<file path="src/common/err_gate_pkg.sv">
package err_gate_pkg;
    localparam int unsigned reg_addr_w = 8;
    localparam int unsigned num_primary = 6;
    // Register byte offsets on the plain port.
    localparam logic [7:0] off_error_message_enables = 8'hcb;
    localparam logic [7:0] off_host_command = 8'h04;
    localparam logic [7:0] off_host_status = 8'h06;
    localparam logic [7:0] off_bridge_command = 8'h44;
    localparam logic [7:0] off_bridge_status = 8'h46;
    localparam logic [7:0] off_bridge_control = 8'h3e;
    localparam logic [7:0] off_bridge_error_enables = 8'h40;
    localparam logic [7:0] off_irq_status = 8'he0;
    localparam logic [7:0] off_irq_mask = 8'he4;
    localparam logic [7:0] off_mode = 8'he8;
    // Event bit positions in the interrupt registers, and for bits 0 to 5 in error_message_enables.
    localparam int unsigned bit_bad_entry = 0;
    localparam int unsigned bit_invalid_gfx = 1;
    localparam int unsigned bit_outside_ap = 2;
    localparam int unsigned bit_locked_nondram = 3;
    localparam int unsigned bit_hub_abort = 4;
    localparam int unsigned bit_refresh = 5;
    localparam int unsigned bit_bridge_parity = 6;
    localparam int unsigned bit_bridge_abort = 7;
    localparam logic [7:0] enables_writable = 8'h3f;
    localparam logic [7:0] enables_reset = 8'h00;
    // Command, status and control bit positions.
    localparam int unsigned bit_global_msg = 8;
    localparam int unsigned bit_sig_serr = 14;
    localparam int unsigned bit_recv_abort = 12;
    localparam int unsigned bit_parity_det = 15;
    localparam int unsigned bit_ctrl_parity = 2;
    localparam int unsigned bit_bridge_abort_en = 0;
    localparam logic [15:0] word_reset = 16'h0000;
    localparam logic [7:0] byte_reset = 8'h00;
endpackage : err_gate_pkg

</file>
<file path="src/common/err_event_if.sv">
`timescale 1ns/10ps
interface err_event_if;
    logic [7:0] pending; // One bit per event still awaiting its message.
    logic [7:0] taken; // One-cycle pulse: message for that event went out.
    modport arb (input pending, output taken);
    modport src (output pending, input taken);
endinterface : err_event_if

</file>
<file path="src/verilog/error_serr_message_gate.sv">
// Design decision made here: the plain strobed port.
`timescale 1ns/10ps
module error_serr_message_gate
    import err_gate_pkg::*;
(
    input wire logic clock, // 100 MHz clock.
    input wire logic nrst, // Asynchronous reset, active low.
    input wire logic ce, // Clock enable.
    input wire logic [err_gate_pkg::reg_addr_w-1:0] addr, // Register address.
    input wire logic [15:0] wdata, // Write data.
    input wire logic wr, // Write strobe.
    input wire logic rd, // Read strobe.
    output logic [15:0] rdata, // Read data, cycle after rd.
    input wire logic gfx_mode, // Graphics-port mode active.
    input wire logic refresh_overrun, // Event pulse.
    input wire logic hub_target_abort, // Event pulse.
    input wire logic locked_nondram, // Event pulse.
    input wire logic outside_aperture, // Event pulse.
    input wire logic invalid_gfx_access, // Event pulse.
    input wire logic bad_translation_entry, // Event pulse.
    input wire logic bridge_parity_error, // Event pulse.
    input wire logic bridge_target_abort, // Event pulse.
    input wire logic msg_ready, // Hub takes the special cycle.
    output logic msg_valid, // System-error special cycle request.
    output logic [2:0] msg_code, // Source of the message.
    output logic irq // Level interrupt.
);
    import err_gate_pkg::*;

    logic [7:0] error_message_enables;
    logic [15:0] host_command_reg;
    logic [15:0] host_status_reg;
    logic [15:0] bridge_command_reg;
    logic [15:0] bridge_status_reg;
    logic [7:0] bridge_control_reg;
    logic [7:0] bridge_error_enables;
    logic [7:0] irq_status;
    logic [7:0] irq_mask;
    logic [7:0] raw;
    logic [7:0] fire;
    logic prim_ok;
    logic brg_ok;
    logic enables_visible;
    err_event_if evi();

    ////////////////////////////////////////////////////////////////////////////////
    assign raw = {bridge_target_abort, bridge_parity_error, refresh_overrun, hub_target_abort,
                  locked_nondram, outside_aperture, invalid_gfx_access, bad_translation_entry};
    assign prim_ok = host_command_reg[bit_global_msg];
    assign brg_ok = bridge_command_reg[bit_global_msg];
    assign enables_visible = gfx_mode;
    always_comb
    begin
        fire = '0;
        for (int i = 0; i <= bit_refresh; i++)
            fire[i] = raw[i] & error_message_enables[i] & prim_ok;
        fire[bit_bridge_parity] = raw[bit_bridge_parity] & brg_ok & bridge_control_reg[bit_ctrl_parity];
        fire[bit_bridge_abort] = raw[bit_bridge_abort] & brg_ok & bridge_error_enables[bit_bridge_abort_en];
    end

    // One latch per source, so a burst of sources never merges into a single message.
    for (genvar g = 0; g < 8; g++)
    begin : g_lat
        event_latch u_lat
        (
            .clock(clock),
            .nrst(nrst),
            .ce(ce),
            .set(fire[g]),
            .clear(evi.taken[g]),
            .pending(evi.pending[g])
        );
    end

    msg_arbiter u_arb
    (
        .clock(clock),
        .nrst(nrst),
        .ce(ce),
        .ev(evi.arb),
        .msg_ready(msg_ready),
        .msg_valid(msg_valid),
        .msg_code(msg_code)
    );

    ////////////////////////////////////////////////////////////////////////////////
    always_ff @(posedge clock or negedge nrst)
    begin
        if (!nrst)
        begin
            error_message_enables <= enables_reset;
            host_command_reg <= word_reset;
            bridge_command_reg <= word_reset;
            bridge_control_reg <= byte_reset;
            bridge_error_enables <= byte_reset;
            irq_mask <= byte_reset;
        end
        else if (ce && wr)
        begin
            if (addr == off_error_message_enables)
            begin
                if (enables_visible)
                    error_message_enables <= wdata[7:0] & enables_writable;
            end
            else if (addr == off_host_command)
                host_command_reg <= wdata;
            else if (addr == off_bridge_command)
                bridge_command_reg <= wdata;
            else if (addr == off_bridge_control)
                bridge_control_reg <= wdata[7:0];
            else if (addr == off_bridge_error_enables)
                bridge_error_enables <= wdata[7:0];
            else if (addr == off_irq_mask)
                irq_mask <= wdata[7:0];
        end
    end

    // Status flags: write one to clear, a new event in the same cycle wins.
    always_ff @(posedge clock or negedge nrst)
    begin
        if (!nrst)
        begin
            host_status_reg <= word_reset;
            bridge_status_reg <= word_reset;
            irq_status <= byte_reset;
        end
        else if (ce)
        begin
            logic [15:0] hs;
            logic [15:0] bs;
            logic [7:0] is;
            hs = host_status_reg;
            bs = bridge_status_reg;
            is = irq_status;
            if (wr && addr == off_host_status)
                hs = hs & ~wdata;
            if (wr && addr == off_bridge_status)
                bs = bs & ~wdata;
            if (wr && addr == off_irq_status)
                is = is & ~wdata[7:0];
            if (fire[bit_refresh:0] != '0)
                hs[bit_sig_serr] = 1'b1;
            if (raw[bit_hub_abort])
                hs[bit_recv_abort] = 1'b1;
            if (fire[bit_bridge_parity] | fire[bit_bridge_abort])
                bs[bit_sig_serr] = 1'b1;
            if (raw[bit_bridge_parity])
                bs[bit_parity_det] = 1'b1;
            if (raw[bit_bridge_abort])
                bs[bit_recv_abort] = 1'b1;
            host_status_reg <= hs;
            bridge_status_reg <= bs;
            irq_status <= is | fire;
        end
    end

    always_ff @(posedge clock or negedge nrst)
    begin
        if (!nrst)
            irq <= 1'b0;
        else if (ce)
            irq <= |(irq_status & irq_mask);
    end

    ////////////////////////////////////////////////////////////////////////////////
    always_ff @(posedge clock or negedge nrst)
    begin
        if (!nrst)
            rdata <= word_reset;
        else if (ce)
        begin
            rdata <= word_reset;
            if (rd)
            begin
                if (addr == off_error_message_enables)
                    rdata <= enables_visible ? {8'h00, error_message_enables} : word_reset;
                else if (addr == off_host_command)
                    rdata <= host_command_reg;
                else if (addr == off_host_status)
                    rdata <= host_status_reg;
                else if (addr == off_bridge_command)
                    rdata <= bridge_command_reg;
                else if (addr == off_bridge_status)
                    rdata <= bridge_status_reg;
                else if (addr == off_bridge_control)
                    rdata <= {8'h00, bridge_control_reg};
                else if (addr == off_bridge_error_enables)
                    rdata <= {8'h00, bridge_error_enables};
                else if (addr == off_irq_status)
                    rdata <= {8'h00, irq_status};
                else if (addr == off_irq_mask)
                    rdata <= {8'h00, irq_mask};
                else if (addr == off_mode)
                    rdata <= {15'h0000, gfx_mode};
            end
        end
    end
endmodule : error_serr_message_gate

</file>
<file path="src/verilog/event_latch.sv">
`timescale 1ns/10ps
module event_latch
(
    input wire logic clock, // System clock.
    input wire logic nrst, // Asynchronous reset, active low.
    input wire logic ce, // Clock enable.
    input wire logic set, // Qualified event.
    input wire logic clear, // Message sent.
    output logic pending // Awaiting message.
);
    // A new event in the clear cycle stays pending so it still gets its own message.
    always_ff @(posedge clock or negedge nrst)
    begin
        if (!nrst)
            pending <= 1'b0;
        else if (ce)
            pending <= set | (pending & ~clear);
    end
endmodule : event_latch

</file>
<file path="src/verilog/msg_arbiter.sv">
`timescale 1ns/10ps
module msg_arbiter
(
    input wire logic clock, // System clock.
    input wire logic nrst, // Asynchronous reset, active low.
    input wire logic ce, // Clock enable.
    err_event_if.arb ev, // Pending events and grant pulses.
    input wire logic msg_ready, // Hub accepts a special cycle.
    output logic msg_valid, // Special cycle offered.
    output logic [2:0] msg_code // Event that caused it.
);
    // One event per message: the latch is cleared only in the accept cycle.
    // The cleared latch is the one named by the offered code, not the lowest one pending now,
    // so an event that arrives while an offer waits cannot take over that offer's acceptance.
    assign ev.taken = (msg_valid && msg_ready) ? (8'h01 << msg_code) : 8'h00;
    always_ff @(posedge clock or negedge nrst)
    begin
        if (!nrst)
        begin
            msg_valid <= 1'b0;
            msg_code <= 3'h0;
        end
        else if (ce)
        begin
            if (msg_valid && msg_ready)
                msg_valid <= 1'b0;
            else if (!msg_valid && ev.pending != '0)
            begin
                msg_valid <= 1'b1;
                for (int i = 7; i >= 0; i--)
                    if (ev.pending[i])
                        msg_code <= 3'(i);
            end
        end
    end
endmodule : msg_arbiter

</file>
<file path="config.mk">
export PLATFORM = sky130hd
export DESIGN_NAME = error_serr_message_gate
export DESIGN_NICKNAME = d
export VERILOG_FILES = /design/src/common/err_gate_pkg.sv /design/src/common/err_event_if.sv /design/src/verilog/error_serr_message_gate.sv /design/src/verilog/event_latch.sv /design/src/verilog/msg_arbiter.sv
export SDC_FILE = /design/constraint.sdc
export NUM_CORES = 1
export LEC_CHECK = 0
export BUFFER_PORTS_ARGS = -buffer_cell sky130_fd_sc_hd__buf_2
export CORE_ASPECT_RATIO = 0.7
export CORE_UTILIZATION = 39
export DETAILED_ROUTE_END_ITERATION = 10
export GPL_TIMING_DRIVEN = 1
export REMOVE_ABC_BUFFERS = 1
export SLEW_MARGIN = 20
export SYNTH_ARGS = -nofsm -noshare
export SYNTH_HDL_FRONTEND = slang
export SYNTH_SLANG_ARGS = --single-unit
</file>
<file path="constraint.sdc">
create_clock -name clock -period 1.9 [get_ports clock]
set_input_delay 0.095 -clock clock [delete_from_list [all_inputs] [get_ports clock]]
set_output_delay 0.095 -clock clock [all_outputs]
set_load 0.01 [all_outputs]
</file>
==> flow_summary.toml <==
[synth]
synthArstFlopShare = 1.00
syn_area_per_cell_sq_um = 11.5
synth_top_cell_by_area = "dfrtp_1"
yosysSeqAreaShare = 0.535
synth_edf_count = 0
yosys_register_bits = 131
synthTopCellsByArea = "dfrtp_1, mux2_2, a21boi_0, a22oi_1, nand2_1"
syn_area_sq_um = 6130
synthDominantCellAreaShare = 0.535
ys_warn_count = 0
yosysUniqueCellTypes = 63
synth_cells = 535
ys.flop_type = "dfrtp_1"

[sta]
tightest_slew_ns = 0.471
fmax_ghz = 0.569
fin_crit_sh = 0.925
fin_ws_ns = 0.142
totalNegativeSetupSlack_ns = 0
min_period_ns = 1.76
fin_skew_ns = 0.0110
relSlewSlack = 0.686
setup_viol = 0
final-hold-violation-count = 0
rsz0062_at_grt = "false"
maxSlewViolCount = 0

[setup_path]
crit_path_start = "addr[2]"
crit_path_end_kind = "flop"
reg2reg_setup_slack_ns = 0.26
critPathMaxFanout = 12
cp.required_ns = 2.23
regToRegStartpoint = "g_lat[1].u_lat.pending"
startpoint_type = "input pin"
r2r_end = "u_arb.msg_code[0]"
r2r_cells = 3
worst-setup-path-type = "in2reg"
critPathArrivalTime_ns = 2.09

[die]
start_util = 0.408
rows = 37
ios = 60
die_area_sq_um = 16200
die_w_microns = 152
dieHeight_microns = 107
placeableCoreArea_sq_um = 15000

[cells_and_area]
mostFrequentLayoutCell = "dfrtp_1"
multi_input_area_sq_um = 2720
diodes = 0
drive_gt1_frac = 0.336
layout_common_cells = "dfrtp_1, buf_4, buf_2, mux2_2, nand2_1"
seq_area_sq_um = 3280
area_growth_pct = 29.5
fin_nets = 713
fillerInstances = 1335

[route]
num_vias = 5114
wl_per_cell_microns = 21.5
drtIter0Drc = 376
vias_per_cell = 5.80
ant_nets = 0
drt_first_pass_iters = 5
routed_wl_microns = 18900
route.detailed.drc = 0

[worst_hold_path]
whs_path_depth = 2
hold_start = "wdata[7]"
min_to = "bridge_status_reg[7]"
min_path_type = "in2reg"

[job]
max_cap_viol_count = 0

[global_routing]
grt_max_degree = 52
first_global_vias = 5243
antenna_found_initial = 0
grt_overflow_total = 0
grt_pass1_wl_microns = 30100
grt_util_all_layers = 0.247

[clock_network]
cts-resized-gates = 0
clk_path_buf_depth = 2
cts.sinks = 131
root_buffer = "clkbuf_16"
numCtsBuffers = 17
clk_pin_slew_ns = 0.06
cts-htree-levels = 4
cts_tree = "yes"
clkLatencyLatePin_ns = 0.42

[placement]
portBuffers = 59
dp_slack_ns = -0.372
dp_hpwl_microns = 13500
gp_congestion = 0.899

[pwr]
leakage_nw = 3.83
vdd_drop_max_uv = 548
p_per_area_nw_per_um2 = 864

[status]
status = "finished, final reports clean"
==> worst max-delay path, stage by stage <==
cell and delay (ns):
buf_2 0.10, buf_4 0.12, buf_4 0.17, or4b_1 0.65, or2_2 0.35, nor3_1 0.34, a221oi_1 0.14, o21ai_0 0.12
==> report_power, final <==
group | internal (mW) | switching, mW
Clock | 2.15 | 1.38
Sequential | 2.84 | 0.0438
Combinational | 0.184 | 0.267
==> per-layer routing <==
metal | GRT usage | routed length (microns)
met1 | 0.360 | 9280
met3 | 0.0724 | 1650
met2 | 0.356 | 7860
met5 | 0 | 0
met4 | 0.0586 | 145
==> cell families (layout without fill, tap and decap cells) <==
family          after synthesis  after routing  share of synthesized area
compound gates              171            171                      0.192
buf+inv                      30            182                     0.0216
flops                       131            131                      0.535
mux                          66             66                      0.121
simple gates                137            137                      0.130
==> metrics by stage <==
| step | util | instances | power (mW) | instance area [sq um] | hold slack, ns |
|---|---|---|---|---|---|
| floorplan | - | 510 | 3.05 | 6010 | -0.201 |
| CTS | 0.528 | 881 | 6.90 | 7920 | 0.0137 |
| global route | 0.529 | 882 | 7.08 | 7940 | 0.0342 |
| global placement | 0.474 | 831 | 3.34 | 7110 | 0.0724 |
| finish | 0.529 | 882 | 6.86 | 7940 | 0.0251 |
| detailed placement | 0.474 | 831 | 3.35 | 7110 | 0.0783 |
==> cell type report <==
type                       instances  area share
timing repair buffer             145       0.132
tap                              195      0.0307
inverter                           5     0.00236
multi-input combinational        374       0.342
sequential                       131       0.413
clock buffer                      18      0.0553
clock inverter                    14      0.0238
==> what timing repair did <==
action / in CTS / in global routing
endpoints found under the hold margin: 74 / 0
hold buffers: 18 / 0
setup endpoints to repair: 0 / 16
setup buffers: 0 / 1
==> Yosys cell counts, types with 7 or more instances <==
cell type / instances
dfrtp_1: 131
mux2_2: 55
nand2_1: 40
a21oi_1: 29
a21boi_0: 27
o21ai_0: 25
a22oi_1: 22
nor2_1: 17
clkbuf_1: 15
a21o_1: 14
nand3_1: 12
mux2_1: 10
nor2b_1: 8
o2bb2ai_1: 8
a221oi_1: 7
nor3_1: 7
==> how the worst max path moves through the flow <==
stage                                        to  slack, ns  cells past startpoint
after floorplan           bridge_command_reg[0]      -0.13                      5
after global placement    bridge_command_reg[3]      -0.38                      5
after detailed placement  bridge_command_reg[3]      -0.37                      5
after CTS                 bridge_command_reg[3]       0.01                      5
after global routing                   rdata[0]       0.12                      8
final                                  rdata[0]       0.14                      8
Power figures use the tool's default switching activity.
